**src/pllsw_pkg.sv**
```systemverilog
// How it works
// Prescale and feedback dividers each accept integer settings from 1 through 512.
// Prescale divider only divides frequency; it has no duty control.
// Five output dividers drive the global clock network outputs.
// Half-duty output divider accepts divide values 1 through 512.
// Other-duty output divider accepts divide values 1 through 256 only.
// Output period is high count plus low count; they set duty.
// An output divider may be clocked by the previous one, multiplying division.
// Divider chaining is fixed at build time, not by register writes.
// Duty step is one half divided by the divide value.
// A silent current reference makes the logic select the backup reference.
// Status shows a lost flag per reference and the active reference.
// Automatic switching may repeat back and forth without limit.
// Fabric must switch manually when references differ by more than 20%.
// Lost flag rises after about two reference periods without toggling.
// On loss, the state machine drives the mux select to the backup.
// The mux change happens on a falling edge of the available reference.
// Manual request rising edge starts a switch; hold high three slow cycles.
// Manual switch gates on old falling edge, switches on new falling edge.
// Active indicator follows manual request; no lost flag while both run.
// Request falling edge never switches back; each rising edge repeats.
// Switch completes only once the target reference is available.
// A held manual request blocks automatic switching.
// Reset selects the primary reference and clears both lost flags.
package pllsw_pkg;
   localparam int CLK_HZ = 40000000;
   localparam int DIV_W = 10;
   localparam int SIL_W = 16;
   localparam logic [DIV_W-1:0] DIV_MIN = 10'h001;
   localparam logic [DIV_W-1:0] DIV_MAX = 10'h200;
   localparam logic [DIV_W-1:0] DIV_MAX_SKEW = 10'h100;
   localparam logic [DIV_W-1:0] DIV_RESET = 10'h001;
   localparam int N_OUT = 5;
   localparam logic [SIL_W-1:0] LOSS_INIT_CYC = 16'h0FFF;

   // Register byte offsets
   localparam logic [7:0] OFS_STATUS = 8'h00;
   localparam logic [7:0] OFS_PRESCALE = 8'h04;
   localparam logic [7:0] OFS_FEEDBACK = 8'h08;
   localparam logic [7:0] OFS_ODIV0 = 8'h0C;
   localparam logic [7:0] OFS_CASCADE = 8'h20;
   localparam logic [7:0] ODIV_STRIDE = 8'h04;

   // Output divider field positions
   localparam int ODIV_DIV_LSB = 0;
   localparam int ODIV_HIGH_LSB = 10;
   localparam int ODIV_HALF_BIT = 20;

   // Status bit positions
   localparam int ST_LOST0_BIT = 0;
   localparam int ST_LOST1_BIT = 1;
   localparam int ST_ACTIVE_BIT = 2;
   localparam int ST_GATED_BIT = 3;
   localparam int ST_STATE_LSB = 4;

   typedef enum logic [1:0] {
      SW_RUN = 2'b00,
      SW_GATE = 2'b01,
      SW_LAND = 2'b10
   } pllsw_state_t;

   typedef struct packed {
      logic half_duty;
      logic [DIV_W-1:0] high_half;
      logic [DIV_W-1:0] div;
   } pllsw_odiv_t;

   localparam pllsw_odiv_t ODIV_RESET = '{half_duty: 1'b1, high_half: 10'h001, div: 10'h001};

   typedef struct packed {
      logic cyc;
      logic stb;
      logic we;
      logic [7:0] adr;
      logic [3:0] sel;
      logic [31:0] dat;
   } pllsw_wbreq_t;
endpackage

```
**src/pllsw_top.sv**
```systemverilog
`timescale 1ns/1ps
module pllsw_top
   import pllsw_pkg::*;
#(
   parameter logic [N_OUT-1:0] CASCADE = 5'h00
) (
   // Clock and reset
   input wire logic clk_i,
   input wire logic rst_i,
   // Wishbone slave
   input wire pllsw_wbreq_t wb_req_i,
   output logic [31:0] wb_dat_o,
   output logic wb_ack_o,
   // Reference inputs, fabric request and VCO tick
   input wire logic primary_ref_clock_i,
   input wire logic secondary_ref_clock_i,
   input wire logic switch_req_i,
   input wire logic vco_tick_i,
   // Status to fabric
   output logic ref0_lost_flag_o,
   output logic ref1_lost_flag_o,
   output logic active_sel_o,
   // Clock outputs
   output logic ref_clk_o,
   output logic pfd_ref_o,
   output logic pfd_fb_o,
   output logic [N_OUT-1:0] global_clock_network_o
);

   function automatic logic odiv_ok(input pllsw_odiv_t c);
      if (c.half_duty)
         return (c.div >= DIV_MIN) && (c.div <= DIV_MAX);
      return (c.div >= DIV_MIN) && (c.div <= DIV_MAX_SKEW) && (c.high_half >= DIV_MIN)
         && ({1'b0, c.high_half} < {c.div, 1'b0});
   endfunction

   function automatic logic div_ok(input logic [DIV_W-1:0] v);
      return (v >= DIV_MIN) && (v <= DIV_MAX);
   endfunction

   // ---------------- Register bus ----------------
   logic ack_ff;
   logic [31:0] rdat_ff;
   logic [DIV_W-1:0] pre_ff;
   logic [DIV_W-1:0] fb_ff;
   pllsw_odiv_t odiv_ff [N_OUT];
   logic bus_go;
   logic wr_go;
   pllsw_odiv_t wr_odiv;
   logic [31:0] status_w;
   pllsw_state_t st_ff;
   logic sel_ff;
   logic gated_ff;
   logic [1:0] lost_ff;

   assign bus_go = wb_req_i.cyc && wb_req_i.stb && !ack_ff;
   assign wr_go = bus_go && wb_req_i.we && (wb_req_i.sel == 4'hF);
   assign wr_odiv = pllsw_odiv_t'(wb_req_i.dat[ODIV_HALF_BIT:0]);
   assign status_w = {24'h000000, 2'h0, st_ff, gated_ff, sel_ff, lost_ff[1], lost_ff[0]};
   assign wb_ack_o = ack_ff;
   assign wb_dat_o = rdat_ff;

   always_ff @(posedge clk_i) begin
      if (rst_i)
         ack_ff <= 1'b0;
      else
         ack_ff <= bus_go;
   end

   always_ff @(posedge clk_i) begin
      if (rst_i) begin
         rdat_ff <= 32'h00000000;
      end else if (bus_go && !wb_req_i.we) begin
         rdat_ff <= 32'h00000000;
         if (wb_req_i.adr == OFS_STATUS)
            rdat_ff <= status_w;
         else if (wb_req_i.adr == OFS_PRESCALE)
            rdat_ff <= {22'h000000, pre_ff};
         else if (wb_req_i.adr == OFS_FEEDBACK)
            rdat_ff <= {22'h000000, fb_ff};
         else if (wb_req_i.adr == OFS_CASCADE)
            rdat_ff <= {27'h0000000, CASCADE};
         else
            for (int i = 0; i < N_OUT; i++)
               if (wb_req_i.adr == OFS_ODIV0 + ODIV_STRIDE * 8'(i))
                  rdat_ff <= {11'h000, odiv_ff[i]};
      end
   end

   // Out-of-range settings are dropped so the dividers never see them
   always_ff @(posedge clk_i) begin
      if (rst_i) begin
         pre_ff <= DIV_RESET;
         fb_ff <= DIV_RESET;
      end else if (wr_go) begin
         if (wb_req_i.adr == OFS_PRESCALE && div_ok(wb_req_i.dat[DIV_W-1:0]))
            pre_ff <= wb_req_i.dat[DIV_W-1:0];
         else if (wb_req_i.adr == OFS_FEEDBACK && div_ok(wb_req_i.dat[DIV_W-1:0]))
            fb_ff <= wb_req_i.dat[DIV_W-1:0];
      end
   end

   always_ff @(posedge clk_i) begin
      if (rst_i) begin
         for (int i = 0; i < N_OUT; i++)
            odiv_ff[i] <= ODIV_RESET;
      end else if (wr_go) begin
         for (int i = 0; i < N_OUT; i++)
            if (wb_req_i.adr == OFS_ODIV0 + ODIV_STRIDE * 8'(i) && odiv_ok(wr_odiv))
               odiv_ff[i] <= wr_odiv;
      end
   end

   // ---------------- Reference sensing ----------------
   logic [1:0] ref_ff;
   logic [1:0] ref_q_ff;
   logic [1:0] rise;
   logic [1:0] fall;
   logic [SIL_W-1:0] sil_ff [2];
   logic [SIL_W-1:0] per_ff [2];

   assign rise = ref_ff & ~ref_q_ff;
   assign fall = ref_q_ff & ~ref_ff;

   always_ff @(posedge clk_i) begin
      if (rst_i) begin
         ref_ff <= 2'h0;
         ref_q_ff <= 2'h0;
      end else begin
         ref_ff <= {secondary_ref_clock_i, primary_ref_clock_i};
         ref_q_ff <= ref_ff;
      end
   end

   // Silence is judged against each input's own last period
   always_ff @(posedge clk_i) begin
      if (rst_i) begin
         for (int k = 0; k < 2; k++) begin
            sil_ff[k] <= '0;
            per_ff[k] <= '0;
         end
      end else begin
         for (int k = 0; k < 2; k++) begin
            if (rise[k]) begin
               sil_ff[k] <= '0;
               // An outage is no period; a long one would slow the next loss check
               if (!lost_ff[k])
                  per_ff[k] <= sil_ff[k];
            end else if (sil_ff[k] != '1) begin
               sil_ff[k] <= sil_ff[k] + 16'h0001;
            end
         end
      end
   end

   function automatic logic silent(input logic [SIL_W-1:0] s, input logic [SIL_W-1:0] p);
      if (p == '0)
         return s >= LOSS_INIT_CYC;
      return {1'b0, s} > {p, 1'b0};
   endfunction

   always_ff @(posedge clk_i) begin
      if (rst_i) begin
         lost_ff <= 2'h0;
      end else begin
         for (int k = 0; k < 2; k++)
            if (rise[k])
               lost_ff[k] <= 1'b0;
            else if (silent(sil_ff[k], per_ff[k]))
               lost_ff[k] <= 1'b1;
      end
   end

   assign ref0_lost_flag_o = lost_ff[0];
   assign ref1_lost_flag_o = lost_ff[1];
   assign active_sel_o = sel_ff;

   // ---------------- Switchover state machine ----------------
   logic req_q_ff;
   logic man_rise;
   logic auto_go;

   assign man_rise = switch_req_i && !req_q_ff;
   // A held request masks the automatic path
   assign auto_go = !switch_req_i && lost_ff[sel_ff] && !lost_ff[!sel_ff];

   always_ff @(posedge clk_i) begin
      if (rst_i)
         req_q_ff <= 1'b0;
      else
         req_q_ff <= switch_req_i;
   end

   always_ff @(posedge clk_i) begin
      if (rst_i) begin
         st_ff <= SW_RUN;
         sel_ff <= 1'b0;
         gated_ff <= 1'b0;
      end else begin
         case (st_ff)
            SW_RUN: begin
               if (man_rise || auto_go)
                  st_ff <= SW_GATE;
            end
            SW_GATE: begin
               // A dead old input never falls, so loss gates at once
               if (fall[sel_ff] || lost_ff[sel_ff]) begin
                  gated_ff <= 1'b1;
                  st_ff <= SW_LAND;
               end
            end
            SW_LAND: begin
               if (fall[!sel_ff] && !lost_ff[!sel_ff]) begin
                  sel_ff <= !sel_ff;
                  gated_ff <= 1'b0;
                  st_ff <= SW_RUN;
               end
            end
            default: st_ff <= SW_RUN;
         endcase
      end
   end

   logic ref_clk_ff;

   always_ff @(posedge clk_i) begin
      if (rst_i)
         ref_clk_ff <= 1'b0;
      else
         ref_clk_ff <= !gated_ff && ref_ff[sel_ff];
   end

   assign ref_clk_o = ref_clk_ff;

   // ---------------- Prescale and feedback ----------------
   logic [DIV_W-1:0] pre_cnt_ff;
   logic [DIV_W-1:0] fb_cnt_ff;
   logic ref_clk_q_ff;
   logic pfd_ref_ff;
   logic pfd_fb_ff;

   always_ff @(posedge clk_i) begin
      if (rst_i) begin
         ref_clk_q_ff <= 1'b0;
         pre_cnt_ff <= '0;
         pfd_ref_ff <= 1'b0;
      end else begin
         ref_clk_q_ff <= ref_clk_ff;
         pfd_ref_ff <= 1'b0;
         if (ref_clk_ff && !ref_clk_q_ff) begin
            // Pulse only, no duty shaping
            if (pre_cnt_ff + 10'h001 >= pre_ff) begin
               pre_cnt_ff <= '0;
               pfd_ref_ff <= 1'b1;
            end else begin
               pre_cnt_ff <= pre_cnt_ff + 10'h001;
            end
         end
      end
   end

   always_ff @(posedge clk_i) begin
      if (rst_i) begin
         fb_cnt_ff <= '0;
         pfd_fb_ff <= 1'b0;
      end else begin
         pfd_fb_ff <= 1'b0;
         if (vco_tick_i) begin
            if (fb_cnt_ff + 10'h001 >= fb_ff) begin
               fb_cnt_ff <= '0;
               pfd_fb_ff <= 1'b1;
            end else begin
               fb_cnt_ff <= fb_cnt_ff + 10'h001;
            end
         end
      end
   end

   assign pfd_ref_o = pfd_ref_ff;
   assign pfd_fb_o = pfd_fb_ff;

   // ---------------- Output dividers ----------------
   // Counting half periods gives a duty step of one half over the divide value
   logic [N_OUT-1:0] oclk_ff;
   logic [N_OUT-1:0] oclk_q_ff;
   logic [N_OUT-1:0] otick;
   logic [DIV_W:0] ocnt_ff [N_OUT];

   always_comb begin
      for (int i = 0; i < N_OUT; i++)
         if (i > 0 && CASCADE[i])
            otick[i] = oclk_ff[(i + N_OUT - 1) % N_OUT] != oclk_q_ff[(i + N_OUT - 1) % N_OUT];
         else
            otick[i] = vco_tick_i;
   end

   always_ff @(posedge clk_i) begin
      if (rst_i) begin
         oclk_ff <= '0;
         oclk_q_ff <= '0;
         for (int i = 0; i < N_OUT; i++)
            ocnt_ff[i] <= '0;
      end else begin
         oclk_q_ff <= oclk_ff;
         for (int i = 0; i < N_OUT; i++) begin
            if (otick[i]) begin
               // Period in half ticks is high plus low, twice the divide value
               if (ocnt_ff[i] + 11'h001 >= {odiv_ff[i].div, 1'b0}) begin
                  ocnt_ff[i] <= '0;
                  oclk_ff[i] <= 1'b1;
               end else begin
                  ocnt_ff[i] <= ocnt_ff[i] + 11'h001;
                  if (odiv_ff[i].half_duty)
                     oclk_ff[i] <= (ocnt_ff[i] + 11'h001) < {1'b0, odiv_ff[i].div};
                  else
                     oclk_ff[i] <= (ocnt_ff[i] + 11'h001) < {1'b0, odiv_ff[i].high_half};
               end
            end
         end
      end
   end

   assign global_clock_network_o = oclk_ff;

   // ---------------- Assertions ----------------
   a_lost_on_silence: assert property (@(posedge clk_i) disable iff (rst_i)
      $rose(lost_ff[0]) |-> $past(silent(sil_ff[0], per_ff[0])))
      else $error("ref0 lost flag rose without silence");

   a_clear_on_edge: assert property (@(posedge clk_i) disable iff (rst_i)
      rise[0] |=> !lost_ff[0])
      else $error("ref0 lost flag stayed set after an edge");

   a_switch_on_fall: assert property (@(posedge clk_i) disable iff (rst_i)
      $changed(sel_ff) |-> $past(st_ff) == SW_LAND && $past(fall[!sel_ff]))
      else $error("select changed outside a falling edge of the new input");

   a_gated_in_land: assert property (@(posedge clk_i) disable iff (rst_i)
      st_ff == SW_LAND |-> gated_ff ##0 (gated_ff throughout (st_ff == SW_LAND)))
      else $error("reference not gated while landing");

   a_gate_silences_out: assert property (@(posedge clk_i) disable iff (rst_i)
      gated_ff |=> !ref_clk_ff)
      else $error("gated reference still toggling");

   a_held_blocks: assert property (@(posedge clk_i) disable iff (rst_i)
      (st_ff == SW_RUN && switch_req_i && req_q_ff) |=> st_ff == SW_RUN)
      else $error("switch started while request held");

   a_prescale_range: assert property (@(posedge clk_i) disable iff (rst_i)
      pre_ff >= DIV_MIN && pre_ff <= DIV_MAX && fb_ff >= DIV_MIN && fb_ff <= DIV_MAX)
      else $error("prescale or feedback out of range");

   a_skew_limit: assert property (@(posedge clk_i) disable iff (rst_i)
      !odiv_ff[2].half_duty |-> odiv_ff[2].div <= DIV_MAX_SKEW)
      else $error("skewed duty divider above limit");

   a_ack_single: assert property (@(posedge clk_i) disable iff (rst_i)
      ack_ff |=> !ack_ff)
      else $error("ack held longer than one cycle");

   a_auto_start: assert property (@(posedge clk_i) disable iff (rst_i)
      (st_ff == SW_RUN && auto_go) |=> st_ff == SW_GATE)
      else $error("loss did not start a switch");

   a_manual_start: assert property (@(posedge clk_i) disable iff (rst_i)
      (st_ff == SW_RUN && man_rise) |=> st_ff == SW_GATE)
      else $error("request edge did not start a switch");

   a_idle_no_gate: assert property (@(posedge clk_i) disable iff (rst_i)
      st_ff == SW_RUN |-> !gated_ff)
      else $error("reference gated while idle");

endmodule // pllsw_top

```
**config.mk**
```make
export PLATFORM = sky130hd
export DESIGN_NAME = pllsw_top
export DESIGN_NICKNAME = d
export VERILOG_FILES = /design/src/pllsw_pkg.sv /design/src/pllsw_top.sv
export SDC_FILE = /design/constraint.sdc
export NUM_CORES = 1
export LEC_CHECK = 0
export BUFFER_PORTS_ARGS = -buffer_cell sky130_fd_sc_hd__buf_2
export CAP_MARGIN = 20
export CORE_ASPECT_RATIO = 0.75
export CORE_MARGIN = 3
export CORE_UTILIZATION = 50
export DETAILED_ROUTE_END_ITERATION = 10
export PLACE_DENSITY_LB_ADDON = 0.05
export SLEW_MARGIN = 25
export SYNTH_ARGS = -nofsm -noshare
export SYNTH_HDL_FRONTEND = slang
export SYNTH_SLANG_ARGS = --single-unit
```
**constraint.sdc**
```tcl
create_clock -name clk_i -period 5.2 [get_ports clk_i]
set_clock_uncertainty 0.05 [all_clocks]
set_input_delay 0 -clock clk_i [delete_from_list [all_inputs] [get_ports clk_i]]
set_output_delay 0 -clock clk_i [all_outputs]
set_load 0.005 [all_outputs]
```
==> results.yml <==
timing:
  setup_viol_count_final: 0
  max_slew_margin: 0.3170
  final-hold-violation-count: 0
  fin_ws_ns: 1.605
  final-max-slew-violation-count: 0
  rsz0062_at_grt: "false"
  timing.fmax_mhz: 278.2
  tightest_slew_ns: 1.021
  final.min_clock_period_ns: 3.595
  post-route-period-util: 0.6913
  fin_tns_setup_ns: 0
clock_network:
  cts_inserted_buffers: 36
  insertion_delay_ns: 0.52
  cts_tree: "built"
  path_clk_slew_ns: 0.06
  h-tree-depth: 2
  ctsResizeCount: 0
  cts_buffer_depth: 3
  cts_sinks: 306
  cts-root-buf: "clkbuf_16"
  cts_hold_buffers: 31
  cts_setup_buffers: 0
routing:
  vias: 13940
  drc_errors: 0
  ant_nets: 0
  routed_via_density: 5.719
  dr.pass1.iters: 5
  totalWireLength_um: 49860
  wl_per_cell_um: 20.45
  drt_iter0_drc: 1213
place:
  port-buffer-count: 74
  hpwl_um: 37650
  place_congestion: 0.9170
  place_area_um2: 19290
  pre_cts_ws_ns: 1.437
grt:
  grt_remaining_overflow: 0
  grt_usage: 0.2525
  grt_pass1_wl_um: 77270
  grt_max_degree: 69
  grt_antenna_before_repair: 0
  grt_pass1_vias: 13230
setup_path:
  cpPeakStageDelay_ns: 0.55
  arrival_ns: 3.92
  cp-start-kind: "flop"
  path_class: "flop to flop"
  crit_buf_inv: 0
  r2r-start: "ocnt_ff[3][0]"
  rrSetupSlack_ns: 1.60
  setup.worst_path.end_class: "flop"
  crit_chain: "ha_1, nand3_1, nor2_1, and3_1, xor2_1, ha_1, a2111oi_0, nand2b_1, o21ai_1, nand2_1, nor2_1"
  crit_required_ns: 5.52
  critPathTopFamily: "compound AO/OA/AOI/OAI gates"
  ff2ff_path_depth: 11
  worst-path-max-fanout: 11
  reg2reg_to: "ocnt_ff[3][0]"
  slowest_stage: "o21ai_1"
final_layout:
  mostFrequentLayoutCell: "edfxtp_1"
  postLayoutCellArea_um2: 20740
  area_delta_synth_final_pct: 12.30
  fillers: 3193
  final_cell_mix: "224 x edfxtp_1, 207 x ha_1, 185 x inv_1"
  drive_gt1_frac: 0.08754
  fin_nets: 2177
  multiInputGateArea_um2: 9136
  seq_area_um2: 8368
  antenna_cells: 0
die:
  core-area_um2: 36180
  initial_core_util: 0.5105
  die_h_um: 172.5
  die_area_um2: 39310
  die_x_um: 227.9
  rows: 60
  pin_count: 97
logic_synthesis:
  syn_area_um2: 18470
  synth.avg_cell_area_um2: 10.15
  ys_warn_count: 0
  synthFlopType: "edfxtp_1"
  ys_seq_area_frac: 0.4530
  synthDistinctLibCells: 68
  synth_edf_count: 224
  async_flop_share: 0
  ys_ff_latch: 306
  syn_inst: 1819
power_and_ir_drop:
  max-vdd-ir-drop_mv: 0.2135
  powerDensity_nw_per_um2: 290.5
  p_leak_uw: 0.008839
hold_path:
  min_from: "wb_req_i[20]"
  min_to: "odiv_ff[3][20]"
  hold_path_depth: 2
  hp-class: "input pin to flop"
run:
  cap_violations: 0
run_status:
  status: "completed"
-- sequential cells by signal, summed over array words and instances, names as in the netlist --
register and count:
ref_clk_o 1, active_sel_o 1, pfd_fb_o 1, fb_ff 10
ref_q_ff 2, pre_cnt_ff 10, ref_ff 2, global_clock_network_o 5
pre_ff 10, fb_cnt_ff 10, st_ff 2, wb_ack_o 1
odiv_ff 105, per_ff 32, pfd_ref_o 1, ref_clk_q_ff 1
lost_ff 2, wb_dat_o 21, gated_ff 1, sil_ff 32
req_q_ff 1, ocnt_ff 55
-- layer usage --
metal,GRT usage,up-vias,share of wire
met3,0.05748,61,0.079
met2,0.3722,440,0.41
met4,0.05897,0,0.020
met5,0,-,0
li1,-,6756,-
met1,0.3782,6687,0.49
-- cell usage after synthesis (23+ instances only) --
cell type | number | share of area
a21o_1 | 23 | 0.0093
a21oi_1 | 73 | 0.020
and2_1 | 47 | 0.016
and3_1 | 31 | 0.010
clkbuf_1 | 43 | 0.0087
dfxtp_1 | 82 | 0.089
edfxtp_1 | 224 | 0.36
ha_1 | 207 | 0.14
inv_1 | 185 | 0.038
mux2i_1 | 23 | 0.012
nand2_1 | 117 | 0.024
nand3_1 | 80 | 0.022
nor2_1 | 125 | 0.025
nor2b_1 | 47 | 0.016
nor3_1 | 24 | 0.0065
o21ai_0 | 104 | 0.028
xnor2_1 | 43 | 0.020
xor2_1 | 47 | 0.022
-- cells by family after synthesis --
logic type                 Yosys count  synth area share
adders and majority gates          208            0.1408
buffers and inverters              254           0.05493
xor gates and xnor gates            90           0.04267
AOI/OAI and AO/OA                  348            0.1198
and+or+nand+nor                    576            0.1615
muxes                               36           0.02709
other                                1         0.0002030
DFF                                306            0.4530
-- final cells by class --
class	instances	area share
clock buffers	44	0.04783
flip-flops and latches	306	0.4034
inverters	185	0.03348
repair buffers	119	0.03800
multi-input cells	1269	0.4404
clock inverters	19	0.006937
well taps	496	0.02992
-- how the worst max path moves through the flow --
stage	cells after the start	slack, ns	startpoint	to
4_1_cts	11	1.43	ocnt_ff[3][0]	ocnt_ff[3][0]
2_1_floorplan	12	2.33	ocnt_ff[3][0]	ocnt_ff[3][0]
3_3_place_gp	11	1.40	ocnt_ff[3][0]	ocnt_ff[3][0]
3_5_place_dp	10	1.44	ocnt_ff[3][0]	global_clock_network_o[3]
5_1_grt	11	1.28	ocnt_ff[3][0]	ocnt_ff[3][0]
6_report	11	1.60	ocnt_ff[3][0]	ocnt_ff[3][0]
-- per-stage QoR --
stage	hold WS, ns	cells	util	total power, µW
6_report	0.02666	2438	0.5733	6025
5_1_grt	0.03258	2438	0.5733	6275
4_1_cts	0.01122	2437	0.5730	6058
3_5_place_dp	0.1782	2343	0.5331	3573
3_3_place_gp	0.1632	2343	0.5330	3551
2_1_floorplan	0.03431	1829	-	3328
-- power breakdown --
part,leakage (µW),total (µW),switching (µW),internal [µW]
logic,0.00526,744,450,294
clock network,0.000555,2480,1020,1450
registers,0.00303,2810,90.3,2720
total,0.00884,6030,1570,4460
No activity file was read; power rests on OpenSTA's default activity.
